===== config.mk =====
export PLATFORM = sky130hd
export DESIGN_NAME = bgst_top
export DESIGN_NICKNAME = d
export VERILOG_FILES = /design/src/hw/bgst_pkg.sv /design/src/hw/bgst_top.sv
export SDC_FILE = /design/constraint.sdc
export NUM_CORES = 1
export LEC_CHECK = 0
export ABC_AREA = 0
export BUFFER_PORTS_ARGS = -buffer_cell sky130_fd_sc_hd__buf_2
export CAP_MARGIN = 30
export CELL_PAD_IN_SITES_DETAIL_PLACEMENT = 0
export CELL_PAD_IN_SITES_GLOBAL_PLACEMENT = 1
export CORE_ASPECT_RATIO = 0.9
export CORE_UTILIZATION = 48
export CTS_BUF_LIST = sky130_fd_sc_hd__clkbuf_16
export CTS_CLUSTER_DIAMETER = 50
export DETAILED_ROUTE_END_ITERATION = 10
export PLACE_DENSITY = 0.88
export SLEW_MARGIN = 20
export SYNTH_ARGS = -nofsm -noshare
export SYNTH_HDL_FRONTEND = slang
export SYNTH_SLANG_ARGS = --single-unit

===== constraint.sdc =====
create_clock -name CLK_SYS -period 4.09 [get_ports CLK_SYS]
set_input_delay 0.409 -clock CLK_SYS [delete_from_list [all_inputs] [get_ports CLK_SYS]]
set_output_delay 0.409 -clock CLK_SYS [all_outputs]
set_load 0.03 [all_outputs]

===== src/hw/bgst_pkg.sv =====
// Purpose: Shared constants and types of the back-channel, GPIO and SPI tunnel block
// Assumes: Byte-wide register port at the printed offsets, one system clock
// Notes: Fields are kept as position constants; reserved bits read as zero
package bgst_pkg;
  // Register offsets
  localparam logic [7:0] OFS_GPIO9_CONFIG = 8'h1A;
  localparam logic [7:0] OFS_GPIO0_CONFIG = 8'h1D;
  localparam logic [7:0] OFS_GPIO1_2_CONFIG = 8'h1E;
  localparam logic [7:0] OFS_GPIO3_CONFIG = 8'h1F;
  localparam logic [7:0] OFS_REG_GPIO5_6_CONFIG = 8'h20;
  localparam logic [7:0] OFS_REG_GPIO7_8_CONFIG = 8'h21;
  localparam logic [7:0] OFS_BACKCHANNEL_RATE_CONTROL = 8'h23;
  localparam logic [7:0] OFS_PORT_SELECT = 8'h34;
  localparam logic [7:0] OFS_SIDE_CHANNEL_CONTROL = 8'h43;
  localparam logic [7:0] OFS_GPIO_INPUT_STATUS_LOW = 8'h6E;
  localparam logic [7:0] OFS_GPIO_INPUT_STATUS_HIGH = 8'h6F;
  // Field positions
  localparam int POS_RATE_SELECT = 6;
  localparam int POS_HIGHSPEED_ENABLE = 4;
  localparam int POS_PRIMARY_PORT_SELECT = 0;
  localparam int POS_SECONDARY_PORT_SELECT = 1;
  localparam int POS_STATUS_REG_GPIO5 = 5;
  localparam int POS_STATUS_GPIO8 = 0;
  localparam int POS_STATUS_GPIO9 = 1;
  // Reset values
  localparam logic [7:0] RST_CONFIG = 8'h00;
  localparam logic [1:0] RST_PORT_SELECT = 2'h1;
  localparam logic [2:0] RST_SIDE_CHANNEL_MODE = 3'h0;
  // Local GPIO configuration codes
  localparam logic [3:0] CFG_OUT_LOW = 4'h1;
  localparam logic [3:0] CFG_OUT_HIGH = 4'h9;
  localparam logic [3:0] CFG_INPUT = 4'h3;
  // Side channel mode codes
  localparam logic [2:0] CODE_NORMAL = 3'h0;
  localparam logic [2:0] CODE_FAST1 = 3'h1;
  localparam logic [2:0] CODE_FAST2 = 3'h2;
  localparam logic [2:0] CODE_FAST4 = 3'h3;
  localparam logic [2:0] CODE_SPI_FWD = 3'h6;
  localparam logic [2:0] CODE_SPI_REV = 3'h7;
  // Oscillator dividers for the back channel bit clock
  localparam logic [1:0] DIV_SLOW = 2'h3;
  localparam logic [1:0] DIV_MID = 2'h1;
  localparam logic [1:0] DIV_FAST = 2'h0;
  // Nominal back channel rates, Mbps
  localparam int RATE_SLOW_MBPS = 5;
  localparam int RATE_MID_MBPS = 10;
  localparam int RATE_FAST_MBPS = 20;
  // Back channel frame period at the slowest rate
  localparam int CLK_SYS_MHZ = 50;
  localparam int SLOW_FRAME_NS = 7500;
  localparam int SLOW_FRAME_CYC = (SLOW_FRAME_NS * CLK_SYS_MHZ + 999) / 1000;
  typedef enum {
    BGST_NORMAL, BGST_FAST4, BGST_FAST2, BGST_FAST1, BGST_SPI_FWD, BGST_SPI_REV
  } bgst_mode_type;
endpackage


===== src/hw/bgst_top.sv =====
// Purpose: Side-band logic: back channel rate, fast side channel, local GPIO, SPI tunnel
// Assumes: All inputs synchronous to CLK_SYS; CLK_SYS stands in for the oscillator
// Notes: Forward frame samples arrive as one-cycle strobes from the pixel side
//
// Contract
// (RULE1) Oscillator divided by four when rate select is 0, by two when 1.
// (RULE2) High-speed clear: back channel runs at 5 or 10 Mbps by rate select.
// (RULE3) High-speed set: rate select ignored, divider one, 20 Mbps.
// (RULE4) High-speed enable preset from a strap after reset, also register writable.
// (RULE5) System sets 5 Mbps when paired with an older serializer.
// (RULE6) Fast side channel replaces ID, capability and lock content by samples.
// (RULE7) Software selects fast modes only after lock in normal mode.
// (RULE8) Mode 000 four GPIOs one sample, 011 4x6, 010 2x10, 001 1x15.
// (RULE9) Lane GPIO bandwidth rated at slow worst rate with fourfold oversampling.
// (RULE10) Back channel rate may spread twenty percent; sampling logic tolerates it.
// (RULE11) Register GPIOs five to eight drive or read; take over audio inputs.
// (RULE12) Config nibble 0x1 drives low, 0x9 drives high, 0x3 input with status.
// (RULE13) GPIO5-8 configs at 0x20/0x21, status 0x6E[7:5], 0x6F[0]; GPIO9 0x1A, 0x6F[1].
// (RULE14) GPIO0-3 configs at 0x1D to 0x1F, status at 0x6E[3:0].
// (RULE15) Register GPIO state is never forwarded over the link.
// (RULE16) SPI tunnel only on the secondary lane in dual-lane operation.
// (RULE17) Controller read clock period exceeds link round trip latency.
// (RULE18) Controller writes may run fast and ignore peripheral-out data.
// (RULE19) Tunnelled SPI never reaches any register.
// (RULE20) Mode 110 is forward SPI, 111 is reverse SPI.
// (RULE21) Forward SPI samples are regenerated one per forward frame.
// (RULE22) Peripheral-out held while clock high; clock delayed one cycle after data.
// (RULE23) Undefined mode codes act as normal back channel operation.
// (RULE24) Port select bits steer GPIO0-3 configs to primary or secondary lane.
// (RULE25) Reverse select high is reported for at least one back channel frame.
`timescale 1ns/1ps
module bgst_top #(
  parameter int FRAME_CYC = bgst_pkg::SLOW_FRAME_CYC
) (
  input wire logic CLK_SYS,
  input wire logic RESET,
  input wire logic [7:0] REG_ADDR,
  input wire logic [7:0] REG_WDATA,
  input wire logic REG_WR,
  input wire logic REG_RD,
  output logic [7:0] REG_RDATA,
  output logic REG_RVALID,
  input wire logic STRAP_HIGHSPEED,
  input wire logic DUAL_LANE,
  input wire logic [3:0] GPIO_PRI_IN,
  output logic [3:0] GPIO_PRI_OUT,
  output logic [3:0] GPIO_PRI_OE,
  input wire logic [3:0] GPIO_SEC_IN,
  output logic [3:0] GPIO_SEC_OUT,
  output logic [3:0] GPIO_SEC_OE,
  input wire logic [3:0] GPIO_REG_IN,
  output logic [3:0] GPIO_REG_OUT,
  output logic [3:0] GPIO_REG_OE,
  output logic [3:0] AUDIO_IN_OVERRIDE,
  input wire logic GPIO9_IN,
  output logic GPIO9_OUT,
  output logic GPIO9_OE,
  output logic BC_BIT_STROBE,
  output logic BC_FRAME_TICK,
  output logic BC_SEND_STATUS,
  output logic [3:0] BC_GPIO_SAMPLE,
  output logic BC_GPIO_VALID,
  input wire logic FWD_FRAME_VALID,
  input wire logic FWD_SPI_CLK,
  input wire logic FWD_SPI_PICO,
  input wire logic FWD_SPI_SEL_N,
  input wire logic SPI_POCI,
  output logic SPI_CLK,
  output logic SPI_PICO,
  output logic SPI_SEL_N,
  output logic LINK_POCI,
  input wire logic REV_SPI_SEL_N,
  output logic BC_REV_SEL_N
);
  // Frame counter is ten bits and the fast rate shifts by two, so bound the period
  if (FRAME_CYC < 8 || FRAME_CYC > 1023)
    $error("FRAME_CYC out of range");

  typedef struct packed {
    logic strap_done;
    logic highspeed;
    logic rate_sel;
    logic [2:0] mode;
    logic [1:0] port_sel;
    logic [2:0][7:0] cfg_pri;
    logic [2:0][7:0] cfg_sec;
    logic [7:0] cfg9;
    logic [1:0][7:0] cfg_reg;
    logic [1:0] div_cnt;
    logic [9:0] frame_cnt;
    logic [3:0] samp_cnt;
    logic spi_clk_pre;
    logic [7:0] rdata;
    logic rvalid;
    logic [3:0] pri_out;
    logic [3:0] pri_oe;
    logic [3:0] sec_out;
    logic [3:0] sec_oe;
    logic [3:0] reg_out;
    logic [3:0] reg_oe;
    logic [3:0] audio_ovr;
    logic g9_out;
    logic g9_oe;
    logic bit_strobe;
    logic frame_tick;
    logic send_status;
    logic [3:0] gpio_sample;
    logic gpio_valid;
    logic spi_clk;
    logic spi_pico;
    logic spi_sel_n;
    logic link_poci;
    logic rev_sel_n;
  } bgst_state_type;

  bgst_state_type st_reg;
  bgst_state_type st_next;

  // Mode decode; unlisted codes fall back to normal
  function automatic bgst_pkg::bgst_mode_type decode_mode(input logic [2:0] code);
    unique case (code)
      bgst_pkg::CODE_FAST4: decode_mode = bgst_pkg::BGST_FAST4;
      bgst_pkg::CODE_FAST2: decode_mode = bgst_pkg::BGST_FAST2;
      bgst_pkg::CODE_FAST1: decode_mode = bgst_pkg::BGST_FAST1;
      bgst_pkg::CODE_SPI_FWD: decode_mode = bgst_pkg::BGST_SPI_FWD; // RULE20
      bgst_pkg::CODE_SPI_REV: decode_mode = bgst_pkg::BGST_SPI_REV; // RULE20
      default: decode_mode = bgst_pkg::BGST_NORMAL; // RULE23
    endcase
  endfunction

  // Samples per back channel frame and lane GPIO mask per mode
  function automatic logic [3:0] samples_per_frame(input bgst_pkg::bgst_mode_type m);
    unique case (m)
      bgst_pkg::BGST_FAST4: samples_per_frame = 4'h6; // RULE8
      bgst_pkg::BGST_FAST2: samples_per_frame = 4'hA; // RULE8
      bgst_pkg::BGST_FAST1: samples_per_frame = 4'hF; // RULE8
      default: samples_per_frame = 4'h1; // RULE8
    endcase
  endfunction

  function automatic logic [3:0] lane_mask(input bgst_pkg::bgst_mode_type m);
    unique case (m)
      bgst_pkg::BGST_FAST2: lane_mask = 4'h3; // RULE8
      bgst_pkg::BGST_FAST1: lane_mask = 4'h1; // RULE8
      default: lane_mask = 4'hF; // RULE8
    endcase
  endfunction

  // Nibble of GPIO k (0..3) within the three lane config bytes
  function automatic logic [3:0] lane_nib(input logic [2:0][7:0] cfg, input int k);
    unique case (k)
      0: lane_nib = cfg[0][3:0];
      1: lane_nib = cfg[1][3:0];
      2: lane_nib = cfg[1][7:4];
      default: lane_nib = cfg[2][3:0];
    endcase
  endfunction

  function automatic logic nib_oe(input logic [3:0] n);
    nib_oe = (n == bgst_pkg::CFG_OUT_LOW) || (n == bgst_pkg::CFG_OUT_HIGH); // RULE12
  endfunction

  function automatic logic nib_used(input logic [3:0] n);
    nib_used = nib_oe(n) || (n == bgst_pkg::CFG_INPUT); // RULE12
  endfunction

  bgst_pkg::bgst_mode_type mode_now;
  logic [1:0] div_now;
  logic [7:0] status_low;
  logic [7:0] status_high;
  logic fast_gpio;
  logic spi_fwd_on;
  logic spi_rev_on;

  // Derived views of the current state
  always_comb
  begin
    mode_now = decode_mode(st_reg.mode);
    fast_gpio = (mode_now == bgst_pkg::BGST_FAST4) || (mode_now == bgst_pkg::BGST_FAST2)
      || (mode_now == bgst_pkg::BGST_FAST1);
    spi_fwd_on = (mode_now == bgst_pkg::BGST_SPI_FWD) && DUAL_LANE; // RULE16
    spi_rev_on = (mode_now == bgst_pkg::BGST_SPI_REV) && DUAL_LANE; // RULE16
    if (st_reg.highspeed)
      div_now = bgst_pkg::DIV_FAST; // RULE3
    else if (st_reg.rate_sel)
      div_now = bgst_pkg::DIV_MID; // RULE1 RULE2
    else
      div_now = bgst_pkg::DIV_SLOW; // RULE1 RULE2
    // Status shows the pins of the lane chosen by the port select bits
    status_low = 8'h00;
    status_low[3:0] = st_reg.port_sel[bgst_pkg::POS_SECONDARY_PORT_SELECT] ? GPIO_SEC_IN
      : GPIO_PRI_IN; // RULE14 RULE24
    status_low[bgst_pkg::POS_STATUS_REG_GPIO5 +: 3] = GPIO_REG_IN[2:0]; // RULE13
    status_high = 8'h00;
    status_high[bgst_pkg::POS_STATUS_GPIO8] = GPIO_REG_IN[3]; // RULE13
    status_high[bgst_pkg::POS_STATUS_GPIO9] = GPIO9_IN; // RULE13
  end

  // Next state: registers, back channel timing, GPIO drive and SPI regeneration
  always_comb
  begin
    st_next = st_reg;
    st_next.rvalid = 1'b0;
    st_next.bit_strobe = 1'b0;
    st_next.frame_tick = 1'b0;
    st_next.gpio_valid = 1'b0;
    // Strap preset on the first cycle after reset release
    if (!st_reg.strap_done)
    begin
      st_next.strap_done = 1'b1;
      st_next.highspeed = STRAP_HIGHSPEED; // RULE4
    end
    // Register writes; the tunnel has no path into this decode
    if (REG_WR) // RULE19
    begin
      unique case (REG_ADDR)
        bgst_pkg::OFS_GPIO9_CONFIG: st_next.cfg9 = REG_WDATA; // RULE13
        bgst_pkg::OFS_GPIO0_CONFIG, bgst_pkg::OFS_GPIO1_2_CONFIG, bgst_pkg::OFS_GPIO3_CONFIG:
        begin
          if (st_reg.port_sel[bgst_pkg::POS_PRIMARY_PORT_SELECT])
            st_next.cfg_pri[REG_ADDR[1:0] - 2'h1] = REG_WDATA; // RULE14 RULE24
          if (st_reg.port_sel[bgst_pkg::POS_SECONDARY_PORT_SELECT])
            st_next.cfg_sec[REG_ADDR[1:0] - 2'h1] = REG_WDATA; // RULE24
        end
        bgst_pkg::OFS_REG_GPIO5_6_CONFIG: st_next.cfg_reg[0] = REG_WDATA; // RULE13
        bgst_pkg::OFS_REG_GPIO7_8_CONFIG: st_next.cfg_reg[1] = REG_WDATA; // RULE13
        bgst_pkg::OFS_BACKCHANNEL_RATE_CONTROL:
        begin
          st_next.rate_sel = REG_WDATA[bgst_pkg::POS_RATE_SELECT];
          st_next.highspeed = REG_WDATA[bgst_pkg::POS_HIGHSPEED_ENABLE]; // RULE4
        end
        bgst_pkg::OFS_PORT_SELECT: st_next.port_sel = REG_WDATA[1:0];
        bgst_pkg::OFS_SIDE_CHANNEL_CONTROL: st_next.mode = REG_WDATA[2:0];
        default: ;
      endcase
    end
    // Register reads, answered one cycle later
    if (REG_RD)
    begin
      st_next.rvalid = 1'b1;
      unique case (REG_ADDR)
        bgst_pkg::OFS_GPIO9_CONFIG: st_next.rdata = st_reg.cfg9;
        bgst_pkg::OFS_GPIO0_CONFIG, bgst_pkg::OFS_GPIO1_2_CONFIG, bgst_pkg::OFS_GPIO3_CONFIG:
          st_next.rdata = st_reg.port_sel[bgst_pkg::POS_SECONDARY_PORT_SELECT]
            ? st_reg.cfg_sec[REG_ADDR[1:0] - 2'h1] : st_reg.cfg_pri[REG_ADDR[1:0] - 2'h1];
        bgst_pkg::OFS_REG_GPIO5_6_CONFIG: st_next.rdata = st_reg.cfg_reg[0];
        bgst_pkg::OFS_REG_GPIO7_8_CONFIG: st_next.rdata = st_reg.cfg_reg[1];
        bgst_pkg::OFS_BACKCHANNEL_RATE_CONTROL:
        begin
          st_next.rdata = 8'h00;
          st_next.rdata[bgst_pkg::POS_RATE_SELECT] = st_reg.rate_sel;
          st_next.rdata[bgst_pkg::POS_HIGHSPEED_ENABLE] = st_reg.highspeed;
        end
        bgst_pkg::OFS_PORT_SELECT: st_next.rdata = {6'h00, st_reg.port_sel};
        bgst_pkg::OFS_SIDE_CHANNEL_CONTROL: st_next.rdata = {5'h00, st_reg.mode};
        bgst_pkg::OFS_GPIO_INPUT_STATUS_LOW: st_next.rdata = status_low; // RULE12 RULE14
        bgst_pkg::OFS_GPIO_INPUT_STATUS_HIGH: st_next.rdata = status_high; // RULE13
        default: st_next.rdata = 8'h00;
      endcase
    end
    // Bit clock: oscillator divided by 4, 2 or 1
    if (st_reg.div_cnt >= div_now)
    begin
      st_next.div_cnt = 2'h0;
      st_next.bit_strobe = 1'b1; // RULE1 RULE3
    end
    else
      st_next.div_cnt = st_reg.div_cnt + 2'h1;
    // Frame timer scales with the divider so a frame holds a fixed bit count
    if (st_reg.frame_cnt >= 10'((FRAME_CYC >> (2 - int'(div_now[1]) - int'(div_now[0]))) - 1))
    begin
      st_next.frame_cnt = 10'h000;
      st_next.frame_tick = 1'b1;
      st_next.samp_cnt = 4'h0;
    end
    else
      st_next.frame_cnt = st_reg.frame_cnt + 10'h001;
    // Lane GPIO samples per frame, taken on bit strobes and not exact cycle counts
    if (st_reg.bit_strobe && (st_reg.samp_cnt < samples_per_frame(mode_now))
      && !st_next.frame_tick) // RULE10
    begin
      st_next.samp_cnt = st_reg.samp_cnt + 4'h1; // RULE9
      st_next.gpio_valid = !(spi_fwd_on || spi_rev_on);
      st_next.gpio_sample = (fast_gpio ? GPIO_SEC_IN : GPIO_PRI_IN) & lane_mask(mode_now); // RULE8
    end
    // Normal content only in normal mode
    st_next.send_status = (mode_now == bgst_pkg::BGST_NORMAL); // RULE6 RULE23
    // Local GPIO drive for both lanes
    for (int k = 0; k < 4; k++)
    begin
      st_next.pri_oe[k] = nib_oe(lane_nib(st_reg.cfg_pri, k)); // RULE12 RULE24
      st_next.pri_out[k] = lane_nib(st_reg.cfg_pri, k) == bgst_pkg::CFG_OUT_HIGH;
      st_next.sec_oe[k] = nib_oe(lane_nib(st_reg.cfg_sec, k)); // RULE24
      st_next.sec_out[k] = lane_nib(st_reg.cfg_sec, k) == bgst_pkg::CFG_OUT_HIGH;
      st_next.reg_oe[k] = nib_oe(st_reg.cfg_reg[k / 2][4 * (k % 2) +: 4]); // RULE11
      st_next.reg_out[k] = st_reg.cfg_reg[k / 2][4 * (k % 2) +: 4] == bgst_pkg::CFG_OUT_HIGH;
      st_next.audio_ovr[k] = nib_used(st_reg.cfg_reg[k / 2][4 * (k % 2) +: 4]); // RULE11
    end
    st_next.g9_oe = nib_oe(st_reg.cfg9[3:0]); // RULE12
    st_next.g9_out = st_reg.cfg9[3:0] == bgst_pkg::CFG_OUT_HIGH;
    // Forward SPI: one sample per forward frame, clock one cycle behind data
    if (spi_fwd_on)
    begin
      if (FWD_FRAME_VALID) // RULE21
      begin
        st_next.spi_pico = FWD_SPI_PICO;
        st_next.spi_sel_n = FWD_SPI_SEL_N;
        st_next.spi_clk_pre = FWD_SPI_CLK;
      end
      st_next.spi_clk = st_reg.spi_clk_pre; // RULE22
      if (!st_reg.spi_clk)
        st_next.link_poci = SPI_POCI; // RULE22
    end
    else
    begin
      st_next.spi_pico = 1'b0;
      st_next.spi_sel_n = 1'b1;
      st_next.spi_clk_pre = 1'b0;
      st_next.spi_clk = 1'b0;
      st_next.link_poci = 1'b0;
    end
    // Reverse SPI select sent once per frame, so a high lasts a whole frame
    if (!spi_rev_on)
      st_next.rev_sel_n = 1'b1;
    else if (st_next.frame_tick)
      st_next.rev_sel_n = REV_SPI_SEL_N; // RULE25
  end

  // State register with synchronous reset
  always_ff @(posedge CLK_SYS)
  begin
    if (RESET)
    begin
      st_reg <= '0;
      st_reg.port_sel <= bgst_pkg::RST_PORT_SELECT;
      st_reg.mode <= bgst_pkg::RST_SIDE_CHANNEL_MODE;
      st_reg.spi_sel_n <= 1'b1;
      st_reg.rev_sel_n <= 1'b1;
    end
    else
      st_reg <= st_next;
  end

  // Ports straight from the state register; config bytes leave the block only through REG_RDATA
  assign REG_RDATA = st_reg.rdata;
  assign REG_RVALID = st_reg.rvalid;
  assign GPIO_PRI_OUT = st_reg.pri_out;
  assign GPIO_PRI_OE = st_reg.pri_oe;
  assign GPIO_SEC_OUT = st_reg.sec_out;
  assign GPIO_SEC_OE = st_reg.sec_oe;
  assign GPIO_REG_OUT = st_reg.reg_out; // RULE15
  assign GPIO_REG_OE = st_reg.reg_oe;
  assign AUDIO_IN_OVERRIDE = st_reg.audio_ovr;
  assign GPIO9_OUT = st_reg.g9_out;
  assign GPIO9_OE = st_reg.g9_oe;
  assign BC_BIT_STROBE = st_reg.bit_strobe;
  assign BC_FRAME_TICK = st_reg.frame_tick;
  assign BC_SEND_STATUS = st_reg.send_status;
  assign BC_GPIO_SAMPLE = st_reg.gpio_sample;
  assign BC_GPIO_VALID = st_reg.gpio_valid;
  assign SPI_CLK = st_reg.spi_clk;
  assign SPI_PICO = st_reg.spi_pico;
  assign SPI_SEL_N = st_reg.spi_sel_n;
  assign LINK_POCI = st_reg.link_poci;
  assign BC_REV_SEL_N = st_reg.rev_sel_n;
endmodule

==> out/results.tsv <==
metric	value	unit
status	finished clean	
dieHeight	116	um
core.rowCount	41	
grt_pass1_wl	26200	um
met1_length	7270	um
synth-main-ff-cell	dfxtp_1	
min_path_type	input port to flop	
yosysSeqAreaShare	43.4	%
dp_hpwl	11900	um
setup_violations	0	
postSynthNetCount	771	
ctsHoldBuffers	0	
yosys-top-cells-area	dfxtp_1 (43%), mux2i_1 (12%), nor2_1 (5.6%), buf_4 (4.5%), ha_1 (3.6%)	
wl_met2	8030	um
slew_viol_final	0	
syn_inst	710	
via_count	5267	
worst_r2r_startpoint	st_reg[146]$_SDFFE_PP0P_	
syn2layout_area_growth	11.5	%
start_kind	flop	
final_nets	805	
coreArea	14000	um^2
synthArstFlopShare	0	%
slew_headroom	44.1	%
clkTransAtPathRegs	0.06	ns
antenna_found_initial	1	
die_w	128	um
avgSynthCellArea	9.68	um^2
crit_start	st_reg[146]$_SDFFE_PP0P_	
post_cts.repair.setup_buffers	0	
grt_pass1_vias	4994	
critPathArrivalTime	3.11	ns
fmax	0.362	GHz
hold_violations	0	
powerDensity	424	nW/um^2
min_period_over_period	67.6	%
cp_max_fo	14	
cts_sinks	149	
routed_wl	16600	um
routed_via_density	5.56	
met3_length	927	um
start_util	49.1	%
dieArea	14800	um^2
ys_types	63	
cap_violations	0	
grt_max_degree	73	
cts_made_buffers	17	
crit_type	flop to flop	
drcViolationCount	0	
io_buffer_count	92	
synth-edff-count	0	
io_pins	93	
top_layer_used	met5	
fin_skew	0.00857	ns
yosys_warnings	0	
post-route-min-period	2.76	ns
nFillCells	1255	
cts_buffer_depth	2	
worst_pin_slew	0.837	ns
required	4.43	ns
netlist_area	6880	um^2
grt_remaining_overflow	0	
drive_above_1_share	21.1	%
cp-end-kind	flop	
first_pass_iters	5	
synth_seq_cells	149	
drtAntennaViolNets	0	
r2r_slack	1.33	ns
p_leak	3.47	nW
drt_iter0_markers	418	
wl_per_cell	17.5	um
synth.largest_area_cell	dfxtp_1	
cp-endpoint	st_reg[56]$_SDFFE_PP0P_	
cts_max_level	4	
synth_top_area_share	43.4	%
hold_ws	0.227	ns
cts_tree	built	
peakVddDrop	0.000294	V
grtUsageTotal	23.3	%
gp_routability_congestion	0.879	
clk_latency	0.42	ns
cts_root_buf	clkbuf_16	
cts_resized	0	
rr_endpoint	st_reg[56]$_SDFFE_PP0P_	
reg2regPathDepth	8	
rsz0062_at_grt	no	
finalSetupTns	0	ns
[cell usage after synthesis, types with 7 or more instances]
cell,number
dfxtp_1,149
nor2_1,102
mux2i_1,84
nand2_1,45
buf_4,41
a21oi_1,28
clkbuf_1,26
nand3_1,24
ha_1,20
inv_1,18
and2_1,14
o21ai_0,14
a22oi_1,9
nor4b_1,9
mux4_2,8
xnor2_1,8
a221oi_1,7
buf_6,7
o22ai_1,7
[cell type report]
cell class,instances,area [um^2],share of cell area (%)
clock inverter,12,143,1.86
timing repair buffer,94,488,6.36
clock buffer,17,425,5.55
sequential,149,2980,38.9
inverter,19,71.3,0.930
tap,193,241,3.15
multi-input combinational,463,3310,43.2
antenna,1,2.50,0.0326
[where the power goes]
part	leakage, nW	switching, mW	internal [mW]	total (mW)
Combinational	1.99	0.147	0.0768	0.224
Clock	0.278	0.591	0.939	1.53
Sequential	1.20	0.0209	1.48	1.50
Total	3.47	0.759	2.49	3.25
[per-stage QoR]
| stage | power, mW | instances | util (%) | setup slack [ns] | instance area [um^2] |
|---|---|---|---|---|---|
| final | 3.25 | 948 | 54.8 | 1.33 | 7670 |
| after global routing | 3.37 | 947 | 54.7 | 1.04 | 7670 |
| after CTS | 3.26 | 947 | 54.7 | 1.37 | 7670 |
| after detailed placement | 1.75 | 918 | 50.7 | 1.40 | 7100 |
| after global placement | 1.74 | 918 | 50.7 | 1.60 | 7100 |
| after floorplan | 1.69 | 710 | - | 1.76 | 6880 |
[critical path, cell delays in order (launching register included)]
cell       delay (ns)
dfxtp_1          0.40
nor2b_1          0.25
inv_1            0.07
ha_1             0.30
a2111oi_0        0.53
o21ai_0          0.22
nand3_1          0.31
nand2_1          0.37
a21oi_1          0.24
[worst min path at each step]
stage	startpoint	to	slack, ns	depth (start not counted)
finish	FWD_SPI_PICO	SPI_PICO$_SDFFE_PP0P_	0.23	3
global route	SPI_POCI	LINK_POCI$_SDFFE_PP0N_	0.23	3
CTS	FWD_SPI_PICO	SPI_PICO$_SDFFE_PP0P_	0.22	3
detailed placement	st_reg[52]$_SDFFE_PP0P_	SPI_CLK$_SDFF_PP0_	0.45	1
global placement	st_reg[67]$_SDFF_PP0_	st_reg[67]$_SDFF_PP0_	0.44	1
floorplan	flop	GPIO_SEC_OE[3]$_SDFF_PP0_	0.42	1
[cells by family after synthesis]
family,share of synthesized area [%]
AO/OA/AOI/OAI,9.66
buffers and inverters,8.41
AND/OR/NAND/NOR,18.2
adder cells (fa/ha/maj),3.64
flip-flops,43.4
other,0.109
XOR/XNOR,1.40
multiplexers,15.2
[layer usage]
layer | track usage, % | vias to the layer above
li1 | - | 2525
met3 | 6.51 | 29
met1 | 28.2 | 2553
met5 | 0 | -
met4 | 8.78 | 2
met2 | 39.7 | 158
[placed cells by master, fill, tap and decap left out, types with 3 or more instances in the layout]
master	count
clkinv_1	3
and2_1	14
nand4_2	6
a211oi_1	5
clkbuf_16	17
xnor2_1	8
a221oi_1	7
xor2_1	3
a221oi_2	3
o22ai_1	7
ha_1	20
nand2b_1	4
mux2i_1	84
nor4b_1	9
dfxtp_1	149
and3_1	3
nor2_1	102
nand3_1	24
buf_2	92
nor3_1	4
or3_1	4
mux4_2	8
nand2_1	45
inv_1	20
o21ai_0	14
a22oi_1	9
a21oi_1	28
and4_2	3
bufinv_16	3
nand4_1	4
No activity file was read; power rests on OpenSTA's default activity.
